==> src/design/slb_pkg.sv <==
// Constants, types and field layouts for the strap latch and boot selector.
// Assumes one 125 MHz core clock and an APB register port on that clock.
package slb_pkg;

  // ==========================================================================
  // Timing.
  localparam int unsigned CLK_PERIOD_NS = 8;
  localparam int unsigned STRAP_HOLD_NS = 1000;
  localparam int unsigned HOLD_CYC =
    (STRAP_HOLD_NS + CLK_PERIOD_NS - 1) / CLK_PERIOD_NS;
  localparam int unsigned HOLD_W = 8;
  localparam logic [HOLD_W-1:0] HOLD_LAST = HOLD_W'(HOLD_CYC - 1);

  // ==========================================================================
  // Strap bundle, primary boot strap in bit 0.
  typedef struct packed {
    logic dbg_src;
    logic supply;
    logic sec_boot;
    logic pri_boot;
  } slb_straps_t;

  localparam logic [3:0] PULL_UP_MASK  = 4'h1;
  localparam logic [3:0] PULL_DN_MASK  = 4'h6;
  localparam logic [3:0] STRAP_DEFAULT = 4'h1;

  // ==========================================================================
  // Decoded settings.
  typedef enum logic [1:0] {
    BOOT_FLASH    = 2'h0,
    BOOT_DOWNLOAD = 2'h1,
    BOOT_INVALID  = 2'h2
  } slb_boot_t;

  typedef enum logic [1:0] {
    DBG_USB  = 2'h0,
    DBG_PADS = 2'h1,
    DBG_OFF  = 2'h2
  } slb_dbg_t;

  typedef enum logic [2:0] {
    ST_OFF  = 3'h1,
    ST_HOLD = 3'h2,
    ST_RUN  = 3'h4
  } slb_state_t;

  // ==========================================================================
  // Register map and status layout.
  localparam logic [7:0] REG_STATUS   = 8'h00;
  localparam logic [7:0] REG_GPIO_OUT = 8'h04;
  localparam logic [7:0] REG_GPIO_OE  = 8'h08;
  localparam logic [7:0] REG_GPIO_IN  = 8'h0C;
  localparam int unsigned ST_STRAP_LSB = 0;
  localparam int unsigned ST_BOOT_LSB  = 4;
  localparam int unsigned ST_V18_BIT   = 6;
  localparam int unsigned ST_DBG_LSB   = 7;
  localparam int unsigned ST_VALID_BIT = 9;
  localparam logic [31:0] ZERO_WORD    = 32'h0000_0000;

endpackage

==> src/design/slb_strap_latch.sv <==
// Strap latch, boot decode and strap pin release with an APB register port.
// Assumes all inputs synchronous to core_clk_in; pad pulls resolve outside.
// What this block does
// - Active only while power-up pin is high.
// - Configuration comes from the four strap inputs.
// - Weak pulls give defaults 1,0,0 during reset.
// - Undriven boot or supply strap reads its weak pull value.
// - Each strap has a latch sampled at reset.
// - Latched straps never change until power-down.
// - After sampling, strap pins become plain IO.
// - Sample during hold interval, then release pins.
// - Primary 1 flash boot; both 0 download.
// - Supply strap picks 3.3 V or 1.8 V unless the override fuse is set.
// - Debug strap plus fuses pick debug source.
`timescale 1ns/1ps

module slb_strap_latch
  import slb_pkg::*;
(
  // Clock and reset.
  input  wire logic                 core_clk_in,
  input  wire logic                 rst_n_in,
  // Power-up and reset pin.
  input  wire logic                 power_up_reset_pin_in,
  // Strap pads.
  input  wire slb_pkg::slb_straps_t strap_pad_in,
  output logic [3:0]                strap_pad_out,
  output logic [3:0]                strap_pad_oe_out,
  output logic [3:0]                strap_pull_up_out,
  output logic [3:0]                strap_pull_dn_out,
  // Fuses.
  input  wire logic                 flash_supply_override_fuse_in,
  input  wire logic                 flash_supply_tieh_fuse_in,
  input  wire logic                 dbg_dis_pad_fuse_in,
  input  wire logic                 dbg_dis_usb_fuse_in,
  input  wire logic                 dbg_strap_sel_fuse_in,
  // Results.
  output logic                      chip_active_out,
  output logic                      config_valid_out,
  output slb_pkg::slb_straps_t      straps_out,
  output slb_pkg::slb_boot_t        boot_mode_out,
  output logic                      flash_supply_1v8_out,
  output logic                      rom_msg_sel_out,
  output slb_pkg::slb_dbg_t         dbg_src_out,
  // APB slave.
  input  wire logic                 psel_in,
  input  wire logic                 penable_in,
  input  wire logic                 pwrite_in,
  input  wire logic [7:0]           paddr_in,
  input  wire logic [31:0]          pwdata_in,
  output logic [31:0]               prdata_out,
  output logic                      pready_out,
  output logic                      pslverr_out
);
  import slb_pkg::*;

  // ==========================================================================
  // Decode functions.
  function automatic slb_boot_t boot_of(input slb_straps_t s);
    if (s.pri_boot)
      boot_of = BOOT_FLASH;
    else if (!s.sec_boot)
      boot_of = BOOT_DOWNLOAD;
    else
      boot_of = BOOT_INVALID;
  endfunction

  function automatic logic v18_of(input slb_straps_t s, input logic ovr,
                                  input logic tieh);
    v18_of = ovr ? !tieh : s.supply;
  endfunction

  function automatic slb_dbg_t dbg_of(input slb_straps_t s, input logic pad,
                                      input logic usb, input logic sel);
    unique case ({pad, usb})
      2'h0:    dbg_of = (sel && !s.dbg_src) ? DBG_PADS : DBG_USB;
      2'h1:    dbg_of = DBG_PADS;
      2'h2:    dbg_of = DBG_USB;
      default: dbg_of = DBG_OFF;
    endcase
  endfunction

  // ==========================================================================
  // Power sequencing.
  slb_state_t        state_ff;
  slb_state_t        nxt_state;
  logic [HOLD_W-1:0] hold_cnt_ff;
  logic              hold_done;

  assign hold_done = (hold_cnt_ff == HOLD_LAST);

  always_comb
  begin
    nxt_state = state_ff;
    if (!power_up_reset_pin_in)
      nxt_state = ST_OFF;
    else
    begin
      unique case (state_ff)
        ST_OFF:  nxt_state = ST_HOLD;
        ST_HOLD: nxt_state = hold_done ? ST_RUN : ST_HOLD;
        ST_RUN:  nxt_state = ST_RUN;
        default: nxt_state = ST_OFF;
      endcase
    end
  end

  always_ff @(posedge core_clk_in or negedge rst_n_in)
  begin
    if (!rst_n_in)
      state_ff <= ST_OFF;
    else
      state_ff <= nxt_state;
  end

  always_ff @(posedge core_clk_in or negedge rst_n_in)
  begin
    if (!rst_n_in)
      hold_cnt_ff <= '0;
    else if (state_ff != ST_HOLD)
      hold_cnt_ff <= '0;
    else if (!hold_done)
      hold_cnt_ff <= hold_cnt_ff + HOLD_W'(1);
  end

  always_ff @(posedge core_clk_in or negedge rst_n_in)
  begin
    if (!rst_n_in)
      chip_active_out <= 1'b0;
    else
      chip_active_out <= power_up_reset_pin_in;
  end

  // ==========================================================================
  // Strap latches and decode.
  logic sample_now;
  assign sample_now = (state_ff == ST_HOLD) && hold_done &&
                      power_up_reset_pin_in;

  always_ff @(posedge core_clk_in or negedge rst_n_in)
  begin
    if (!rst_n_in)
    begin
      straps_out       <= slb_straps_t'(STRAP_DEFAULT);
      config_valid_out <= 1'b0;
    end
    else if (nxt_state == ST_OFF)
    begin
      straps_out       <= slb_straps_t'(STRAP_DEFAULT);
      config_valid_out <= 1'b0;
    end
    else if (sample_now)
    begin
      straps_out       <= strap_pad_in;
      config_valid_out <= 1'b1;
    end
  end

  always_ff @(posedge core_clk_in or negedge rst_n_in)
  begin
    if (!rst_n_in)
    begin
      boot_mode_out        <= BOOT_FLASH;
      flash_supply_1v8_out <= 1'b0;
      rom_msg_sel_out      <= 1'b0;
      dbg_src_out          <= DBG_USB;
    end
    else if (sample_now)
    begin
      boot_mode_out        <= boot_of(strap_pad_in);
      flash_supply_1v8_out <= v18_of(strap_pad_in,
                                     flash_supply_override_fuse_in,
                                     flash_supply_tieh_fuse_in);
      rom_msg_sel_out      <= strap_pad_in.sec_boot;
      dbg_src_out          <= dbg_of(strap_pad_in, dbg_dis_pad_fuse_in,
                                     dbg_dis_usb_fuse_in,
                                     dbg_strap_sel_fuse_in);
    end
  end

  // ==========================================================================
  // Strap pads: pulls before release, general IO after it.
  logic [3:0] gpio_out_ff;
  logic [3:0] gpio_oe_ff;
  logic       released;
  assign released = (nxt_state == ST_RUN);

  always_ff @(posedge core_clk_in or negedge rst_n_in)
  begin
    if (!rst_n_in)
    begin
      strap_pull_up_out <= PULL_UP_MASK;
      strap_pull_dn_out <= PULL_DN_MASK;
      strap_pad_oe_out  <= '0;
      strap_pad_out     <= '0;
    end
    else if (!released)
    begin
      strap_pull_up_out <= PULL_UP_MASK;
      strap_pull_dn_out <= PULL_DN_MASK;
      strap_pad_oe_out  <= '0;
      strap_pad_out     <= '0;
    end
    else
    begin
      strap_pull_up_out <= '0;
      strap_pull_dn_out <= '0;
      strap_pad_oe_out  <= gpio_oe_ff;
      strap_pad_out     <= gpio_out_ff;
    end
  end

  // ==========================================================================
  // APB slave, answers in the first access cycle.
  logic setup;
  logic wr_en;
  logic mapped;
  assign setup  = psel_in && !penable_in;
  assign wr_en  = psel_in && penable_in && pready_out && pwrite_in;
  assign mapped = (paddr_in == REG_STATUS) || (paddr_in == REG_GPIO_OUT) ||
                  (paddr_in == REG_GPIO_OE) || (paddr_in == REG_GPIO_IN);

  always_ff @(posedge core_clk_in or negedge rst_n_in)
  begin
    if (!rst_n_in)
    begin
      gpio_out_ff <= '0;
      gpio_oe_ff  <= '0;
    end
    else if (wr_en && (paddr_in == REG_GPIO_OUT))
      gpio_out_ff <= pwdata_in[3:0];
    else if (wr_en && (paddr_in == REG_GPIO_OE))
      gpio_oe_ff  <= pwdata_in[3:0];
  end

  logic [31:0] status_word;
  always_comb
  begin
    status_word = ZERO_WORD;
    status_word[ST_STRAP_LSB +: 4] = straps_out;
    status_word[ST_BOOT_LSB +: 2]  = boot_mode_out;
    status_word[ST_V18_BIT]        = flash_supply_1v8_out;
    status_word[ST_DBG_LSB +: 2]   = dbg_src_out;
    status_word[ST_VALID_BIT]      = config_valid_out;
  end

  always_ff @(posedge core_clk_in or negedge rst_n_in)
  begin
    if (!rst_n_in)
    begin
      pready_out  <= 1'b0;
      pslverr_out <= 1'b0;
      prdata_out  <= ZERO_WORD;
    end
    else
    begin
      pready_out  <= setup;
      pslverr_out <= setup && !mapped;
      prdata_out  <= ZERO_WORD;
      if (setup && !pwrite_in)
      begin
        unique case (paddr_in)
          REG_STATUS:   prdata_out <= status_word;
          REG_GPIO_OUT: prdata_out <= {28'h0000000, gpio_out_ff};
          REG_GPIO_OE:  prdata_out <= {28'h0000000, gpio_oe_ff};
          REG_GPIO_IN:  prdata_out <= {28'h0000000, strap_pad_in};
          default:      prdata_out <= ZERO_WORD;
        endcase
      end
    end
  end
endmodule

==> config.mk <==
export PLATFORM = sky130hd
export DESIGN_NAME = slb_strap_latch
export DESIGN_NICKNAME = d
export VERILOG_FILES = /design/src/design/slb_pkg.sv /design/src/design/slb_strap_latch.sv
export SDC_FILE = /design/constraint.sdc
export NUM_CORES = 1
export LEC_CHECK = 0
export ABC_CLOCK_PERIOD_IN_PS = 2800
export BUFFER_PORTS_ARGS = -buffer_cell sky130_fd_sc_hd__buf_2
export CORE_MARGIN = 2
export CORE_UTILIZATION = 45
export CTS_CLUSTER_SIZE = 8
export DETAILED_ROUTE_END_ITERATION = 10
export MAX_ROUTING_LAYER = met4
export PLACE_DENSITY = 0.83
export SLEW_MARGIN = 20
export SYNTH_ARGS = -nofsm -noshare
export SYNTH_HDL_FRONTEND = slang
export SYNTH_SLANG_ARGS = --single-unit
==> constraint.sdc <==
create_clock -name core_clk_in -period 2.8 [get_ports core_clk_in]
set_input_delay 0.56 -clock core_clk_in [delete_from_list [all_inputs] [get_ports core_clk_in]]
set_output_delay 0.56 -clock core_clk_in [all_outputs]
set_load 0.005 [all_outputs]
# After elaboration in Yosys (flattened, before gate mapping)
# Cells that the tools add are included.
# W data, S select, Z words.
dict set report word_totals {
  regBits 81
  in_bits 55
  out_inout_bits 62
  word_cells 79
}
dict set report classes {
  n_addsub 1
  n_eq_ne 13
  muxes 20
  bitwise 1
  n_reduce_logical 23
}
# cell n
set ops {}
lappend ops {{$pmux W10 S4} 1}
lappend ops {{$eq A8 B4 Y1 const B} 2}
lappend ops {{$mux W4} 4}
lappend ops {{$mux W8} 2}
lappend ops {{$logic_and A1 B1 Y1} 11}
lappend ops {{$mux W10} 1}
lappend ops {{$mux W3} 3}
lappend ops {{$pmux W3 S3} 1}
lappend ops {{$add A8 B1 Y8 const B} 1}
lappend ops {{$eq A8 B3 Y1 const B} 1}
lappend ops {{$eq A8 B7 Y1 const B} 1}
lappend ops {{$logic_not A8 Y1} 1}
lappend ops {{$eq A3 B1 Y1 const B} 2}
lappend ops {{$eq A3 B3 Y1 const B} 2}
lappend ops {{$pmux W2 S3} 1}
lappend ops {{$logic_not A1 Y1} 5}
lappend ops {{$mux W1} 5}
lappend ops {{$mux W2} 2}
lappend ops {{$eq A3 B2 Y1 const B} 1}
lappend ops {{$logic_or A1 B1 Y1} 3}
lappend ops {{$ne A3 B2 Y1 const B} 1}
lappend ops {{$eq A2 B1 Y1 const B} 1}
lappend ops {{$eq A2 B2 Y1 const B} 1}
lappend ops {{$logic_not A2 Y1} 1}
lappend ops {{other kinds (4)} 4}

# Depth between registers and ports, before layout
# Gate-level depths: netlist of the first run.
dict set report logic_depth {
  word_depth 6
  depth_mapped 6
  ltp_nobuf 5
}

# Worst setup path after synthesis of the first run
# OpenSTA, ideal clock, no wires.
dict set report synth_path {
  kind {flip-flop to flip-flop}
  startpoint {reg hold_cnt_ff[0]}
  endpoint {reg rom_msg_sel_out}
  setup_time_ns 0.125
  arrival_time_ns 1.502
  t_required_ns 2.675
  slack_ns 1.174
  path_stages_with_launch 6
  path_buffers 0
  synth_period_minus_slack_ns 1.626
  cell_sequence {dfrtp_1 > inv_1 > ha_1 > nand3b_2 > nor3_4 > mux2_2}
}
dict set report synth_via {
  elab_chain_len 3
}
# item line
set synth_rtl {}
lappend synth_rtl {{start, declared} slb_strap_latch.sv:87} ;# logic [HOLD_W-1:0] hold_cnt_ff;
lappend synth_rtl {{start signal, assigned} slb_strap_latch.sv:123} ;# hold_cnt_ff <= hold_cnt_ff + HOLD_W'(1);
lappend synth_rtl {{$eq A8 B7 Y1} slb_strap_latch.sv:90} ;# assign hold_done = (hold_cnt_ff == HOLD_LAST);
lappend synth_rtl {{$logic_and A1 B1 Y1 (2 in series)} slb_strap_latch.sv:137} ;# assign sample_now = (state_ff == ST_HOLD) && hold_done &&
lappend synth_rtl {{end signal, assigned} slb_strap_latch.sv:174} ;# rom_msg_sel_out <= strap_pad_in.sec_boot;
lappend synth_rtl {{end, declared} slb_strap_latch.sv:43} ;# output logic rom_msg_sel_out,
# Every way passes these cells.
# A chain may end at the register's enable or synchronous reset.

# Worst setup path in the final report of the first run
dict set report layout_path {
  startpoint {reg hold_cnt_ff[0]}
  endpoint {reg boot_mode_out[1]}
}
dict set report layout_via {
  elab_chain_len 3
}
# item line
set layout_rtl {}
lappend layout_rtl {{$eq A8 B7 Y1} slb_strap_latch.sv:90}
lappend layout_rtl {{$logic_and A1 B1 Y1 (2 in series)} slb_strap_latch.sv:137}
lappend layout_rtl {{end signal, assigned} slb_strap_latch.sv:170} ;# boot_mode_out <= boot_of(strap_pad_in);
lappend layout_rtl {{end, declared} slb_strap_latch.sv:41} ;# output slb_pkg::slb_boot_t boot_mode_out,
# Every way passes these cells.

==> run metrics, run 1 <==
Mapped Area=2584 um^2; grt total ovfl=0; DR vias=1814; Placed Instance Area=2845 um^2; max-cap viol count=0; Critical Path Sink Type=register; post-detail-place hpwl=3822 um; Netlist cell types=50; ANT nets after route=0; GP Congestion=0.8668; Num CTS Buffers=5; Detailed Route WL=5032 um; DRC errors left=0; Leak=1.508 nW; die area=6364 um^2; Startpoint Class=register; Total Routing Usage GR=16.89%; Final nets=345; CTS tree=yes; I/O Buffers=61; Ys Warns=0; Post-Syn Instances=226; WL/cell=13.94 um; crit path from=hold_cnt_ff[0]$_DFFE_PN0P_; worst reg2reg setup slack=0.91 ns; clock sink count=52; CTS Hold Bufs=0; final worst setup slack=0.9124 ns; dpl ws=0.9219 ns; fin area=2930 um^2; status=finished clean; delay of the slowest critical-path stage=0.45 ns; Worst Tran Pin Value=0.5811 ns; Clock Skew=0.01147 ns; global-route wire length before repair=8204 um; Crit Path Category=reg -> reg; commonest non-fill, non-tap cells in the layout=buf_2, dfrtp_1, conb_1, nand2_1; top cell type's share of synthesized area=47.46%; total negative slack=0 ns; Arrival @ worst endpoint=2.08 ns; final setup violation count=0; FMAX=529.8 MHz; largest area contributor in the netlist=dfrtp_1; core area=5540 um^2; initial DRC count=101; later-pin clock latency in the skew report=0.30 ns; minimum clock period=1.888 ns; Pwr Density=442.1 nW/um^2; area grow syn2layout=13.41%; share of flip-flops with an asynchronous set or reset=100.0%; initial core utilization=46.64%; Worst R2R Path Depth=5; Slowest cell on crit path=nor3_4; Resized cells post-CTS=0; synthesized flop and latch total=52; RSZ-0062 raised after global routing=false; share of the yosys chip area belonging to registers=50.51%; ranking of synthesized cells by area=dfrtp_1, buf_4, mux2_2; vias in the first global route=1771; Post-synth EDFFs=0; crit share post-route=67.42%; Die Y=79.78 um; synthesized area per cell=11.43 um^2; layout cells sized above 1=34.60%; largest net degree at the start of global routing=24; Hold Fails Final Rpt=0; Main synth FF type=dfrtp_1; min-delay worst type=in -> async; critical path, cell by cell=inv_1 -> ha_1 -> nand3b_2 -> nor3_4 -> mux2_2; Reg clk slew, reported paths=0.09 ns; DR vias/cell=5.025; initial antenna violation count=0; Die Width=79.78 um; Initial DRT Pass Iterations=4; # diodes=0; reg-to-reg startpoint=hold_cnt_ff[0]$_DFFE_PN0P_; Slew Viols, Final=0; CTS Buffer Depth=2; CP required=2.99 ns; Setup Fix Bufs, Post-CTS=0; Row Count=27; H-tree depth=2; Slew HR=61.09%; hold_ws=0.1601 ns; Total Power=1.296 mW; critical path fanouts, max=9; commonest non-fill, non-tap cell in the layout=buf_2; Worst VDD drop=183.2 uV; CTS root buffer=clkbuf_8; num ports=117
## where the power goes
part / internal (mW) / switching (mW)
clock: 0.175 / 0.241
sequential: 0.760 / 0.00868
combinational: 0.0418 / 0.0693
## cell usage after synthesis (2+ instances only)
cell type / n
a211oi_1: 4
a21oi_1: 6
a221o_2: 3
a31oi_1: 2
and2_1: 7
and3_1: 3
and4_1: 3
buf_2: 2
buf_4: 30
dfrtp_1: 49
dfstp_2: 3
ha_1: 2
inv_1: 11
mux2_2: 12
mux2i_1: 3
mux4_2: 4
nand2_1: 14
nand2b_1: 4
nand3_1: 4
nand4_1: 2
nor2_1: 12
nor2b_1: 11
nor3_1: 2
o2111ai_1: 2
o21ai_0: 6
## path summary, 6_finish.rpt
check / to
min in group core_clk_in: pready_out$_DFF_PN0_
max in group asynchronous: strap_pull_dn_out[1]$_DFF_PN1_
max reg2reg: boot_mode_out[1]$_DFFE_PN0P_
min reg2reg: prdata_out[4]$_DFF_PN0_
max: boot_mode_out[1]$_DFFE_PN0P_
min: straps_out[3]$_DFFE_PN0P_
## logic make-up after synthesis
| kind of cell | share of synthesized area, % |
|---|---|
| multiplexers | 9.879 |
| XOR/XNOR | 0.3390 |
| AO/OA/AOI/OAI | 9.153 |
| flip-flops | 50.51 |
| buffers and inverters | 11.43 |
| adder cells (fa/ha/maj) | 0.9684 |
| other | 0.1451 |
| AND/OR/NAND/NOR | 17.58 |
## routing by layer
metal,global-route usage (%),routed length [um],vias up
li1,-,-,862
met3,3.620,314,7
met2,28.32,2505,64
met1,20.15,2144,881
met4,6.271,68,0
met5,-,0,-
## flip-flops by register name, summed over array words and instances (netlist names)
name / flops
pready_out: 1
dbg_src_out: 2
config_valid_out: 1
straps_out: 4
strap_pad_oe_out: 4
hold_cnt_ff: 8
strap_pull_dn_out: 1
rom_msg_sel_out: 1
state_ff: 3
flash_supply_1v8_out: 1
chip_active_out: 1
pslverr_out: 1
strap_pad_out: 4
prdata_out: 10
gpio_oe_ff: 4
boot_mode_out: 2
gpio_out_ff: 4
## cell type report
class                   count  area, um^2
multi-input cells         154        1081
fillers                   494        2610
clock buffers               6       72.57
inverters                  11       41.29
clock inverters             2       12.51
well taps                  72       90.09
repair buffers             64       327.8
flip-flops and latches     52        1305
## through the flow
stage	std cells	utilization, %
floorplan	252	-
global placement	353	51.36
detailed placement	353	51.36
CTS	361	52.89
global route	361	52.89
finish	361	52.89
## critical path: cells and delay by family, from the launching register on
| family | cells | cell delay, ns |
|---|---|---|
| and+or+nand+nor | 2 | 0.63 |
| DFF | 1 | 0.44 |
| adders and majority gates | 1 | 0.21 |
| muxes | 1 | 0.40 |
| buffers and inverters | 1 | 0.10 |
No activity file was read; power rests on OpenSTA's default activity.
==> inputs of run 2 (changes only) <==
- ABC_CLOCK_PERIOD_IN_PS: 2800 -> 1800
- clock period: 2.8 -> 1.8 ns (I/O delays scaled with it)
==> run metrics, run 2 (same netlist as run 1, synthesis figures left out) <==
Die Width=79.78 um (unchanged); Reg clk slew, reported paths=0.09 ns (about the same); area grow syn2layout=16.13%; total negative slack=0 ns (unchanged); commonest non-fill, non-tap cell in the layout=buf_2; Crit Reg-Reg Endpoint=hold_cnt_ff[7]$_DFFE_PN0P_; reg-to-reg startpoint=hold_cnt_ff[0]$_DFFE_PN0P_; Die Y=79.78 um (unchanged); Num CTS Buffers=5 (unchanged); RSZ-0062 raised after global routing=false; Top reg by flops=prdata_out; DR vias/cell=5.052 (+0.53%); I/O Buffers=61 (unchanged); largest registers=prdata_out x10, hold_cnt_ff x8; final worst setup slack=0.09816 ns (-0.8142 ns); initial core utilization=46.64% (unchanged); dpl ws=0.05251 ns (-0.8694 ns); Initial DRT Pass Iterations=4 (unchanged); grt total ovfl=0 (unchanged); status=finished clean; Detailed Route WL=5112 um (+1.6%); Total Routing Usage GR=16.73% (-0.16 points); WL/cell=13.89 um (-0.34%); final setup violation count=0 (unchanged); Clk pwr share=31.9% (-0.2 points); Gate power share=9.0% (+0.4 points); # diodes=0 (unchanged); sequential cell fraction of total power=59.1% (-0.2 points); worst reg2reg setup slack=0.1 ns (-0.81 ns); Switching Fraction=24.52% (-0.075 points); global-route wire length before repair=7983 um (-2.7%); critical path fanouts, max=6 (-3); crit share post-route=94.55% (+27 points); num ports=117 (unchanged); die area=6364 um^2 (unchanged); Startpoint Class=register; post-detail-place hpwl=3690 um (-3.4%); clock sink count=52 (unchanged); CTS tree=yes; Row Count=27 (unchanged); Arrival @ worst endpoint=1.93 ns (-0.15 ns); fillcell total=489 (-1.0%); minimum clock period=1.702 ns (-0.1858 ns); GP Congestion=0.8501 (-1.9%); Worst VDD drop=351.0 uV (+92%); largest net degree at the start of global routing=53 (+120%); CTS Buffer Depth=2 (unchanged); layout cells sized above 1=36.82% (+2.2 points); Crit Path Category=reg -> reg; initial DRC count=78 (-23%); Int Power=1.526 mW (+56%); Hold Fails Final Rpt=0 (unchanged); DRC errors left=0 (unchanged); vias in the first global route=1693 (-4.4%); Pwr Density=673.7 nW/um^2 (+52%); commonest non-fill, non-tap cells in the layout=buf_2, dfrtp_1, conb_1, nand2_1; Slew Viols, Final=0 (unchanged); FMAX=587.6 MHz (+11%); Critical Path Sink Type=register; Largest register FFs=10 (unchanged); Sw Pwr=0.4956 mW (+56%); core area=5540 um^2 (unchanged); max-cap viol count=0 (unchanged); H-tree depth=2 (unchanged); Final nets=352 (+2.0%); min-delay worst type=in -> async; crit path from=hold_cnt_ff[0]$_DFFE_PN0P_; Worst R2R Path Depth=5 (unchanged); multi-input logic area=1086 um^2 (+0.46%); DR vias=1859 (+2.5%); Clock Skew=0.007140 ns (-0.004331 ns); later-pin clock latency in the skew report=0.30 ns (about the same); CTS root buffer=clkbuf_8; ANT nets after route=0 (unchanged); initial antenna violation count=0 (unchanged); Leak=1.548 nW (+2.7%); CP required=2.03 ns (-0.96 ns); register area=1305 um^2 (unchanged)
-- run 2: cell types whose count changed in the layout (fill, tap and decap cells not counted) --
cell / before / now
a21oi_1: 6 / 5
a21oi_2: 0 / 1
and3b_1: 1 / 0
and3b_2: 0 / 1
buf_12: 0 / 1
buf_4: 3 / 9
-- run 2: worst max-delay path: stages, from the launching register on --
cell	delay (ns)
dfrtp_1	0.38
inv_1	0.07
ha_1	0.23
and3b_2	0.25
or4_1	0.52
a21oi_2	0.18
-- run 2: power groups by stage --
stage,clock [mW],combinational [mW],sequential (mW)
after global routing,0.713,0.206,1.20
final,0.644,0.183,1.19
after global placement,0,0.170,1.22
after CTS,0.660,0.178,1.20
after detailed placement,0,0.177,1.22
after floorplan,0,0.138,1.21
-- run 2: per-layer routing --
layer	global-route usage (%)	up-vias	part of all wire, %
met5	-	-	0
met4	6.610	0	2.6
met3	4.299	13	7.1
met2	25.97	79	47
met1	21.18	896	43
li1	-	871	-
-- run 2: worst max-delay path by stage --
stage                                        to  slack (ns)  cells past startpoint
CTS                  hold_cnt_ff[7]$_DFFE_PN0P_       0.005                      5
global route         hold_cnt_ff[7]$_DFFE_PN0P_        0.02                      5
global placement     hold_cnt_ff[7]$_DFFE_PN0P_        0.08                      5
floorplan           rom_msg_sel_out$_DFFE_PN0P_        0.17                      5
detailed placement   hold_cnt_ff[7]$_DFFE_PN0P_        0.05                      5
finish               hold_cnt_ff[7]$_DFFE_PN0P_         0.1                      5
-- run 2: repair_timing --
| item | CTS | global route |
|---|---|---|
| gates resized for setup | 2 | 0 |
| setup endpoints to repair | 1 | 4 |
| buffers inserted | 0 | 4 |
| hold buffers | 0 | 0 |
| gates cloned | 0 | 0 |
-- run 2: final cells by class --
class                      instances  share of cell area, %
multi-input combinational        154                  36.20
clock buffer                       6                  2.419
timing repair buffer              71                  13.09
sequential                        52                  43.49
clock inverter                     2                 0.4170
tap                               72                  3.002
inverter                          11                  1.376
-- run 2: through the flow --
| step | utilization (%) | instances | cell area [um^2] | power [mW] | hold slack (ns) |
|---|---|---|---|---|---|
| final | 54.16 | 368 | 3000 | 2.021 | 0.03068 |
| after global routing | 54.16 | 368 | 3000 | 2.117 | 0.03579 |
| after CTS | 53.61 | 364 | 2970 | 2.034 | 0.03888 |
| after detailed placement | 51.99 | 356 | 2880 | 1.395 | 0.3721 |
| after global placement | 51.99 | 356 | 2880 | 1.388 | 0.3664 |
| after floorplan | - | 252 | 2681 | 1.350 | 0.06441 |
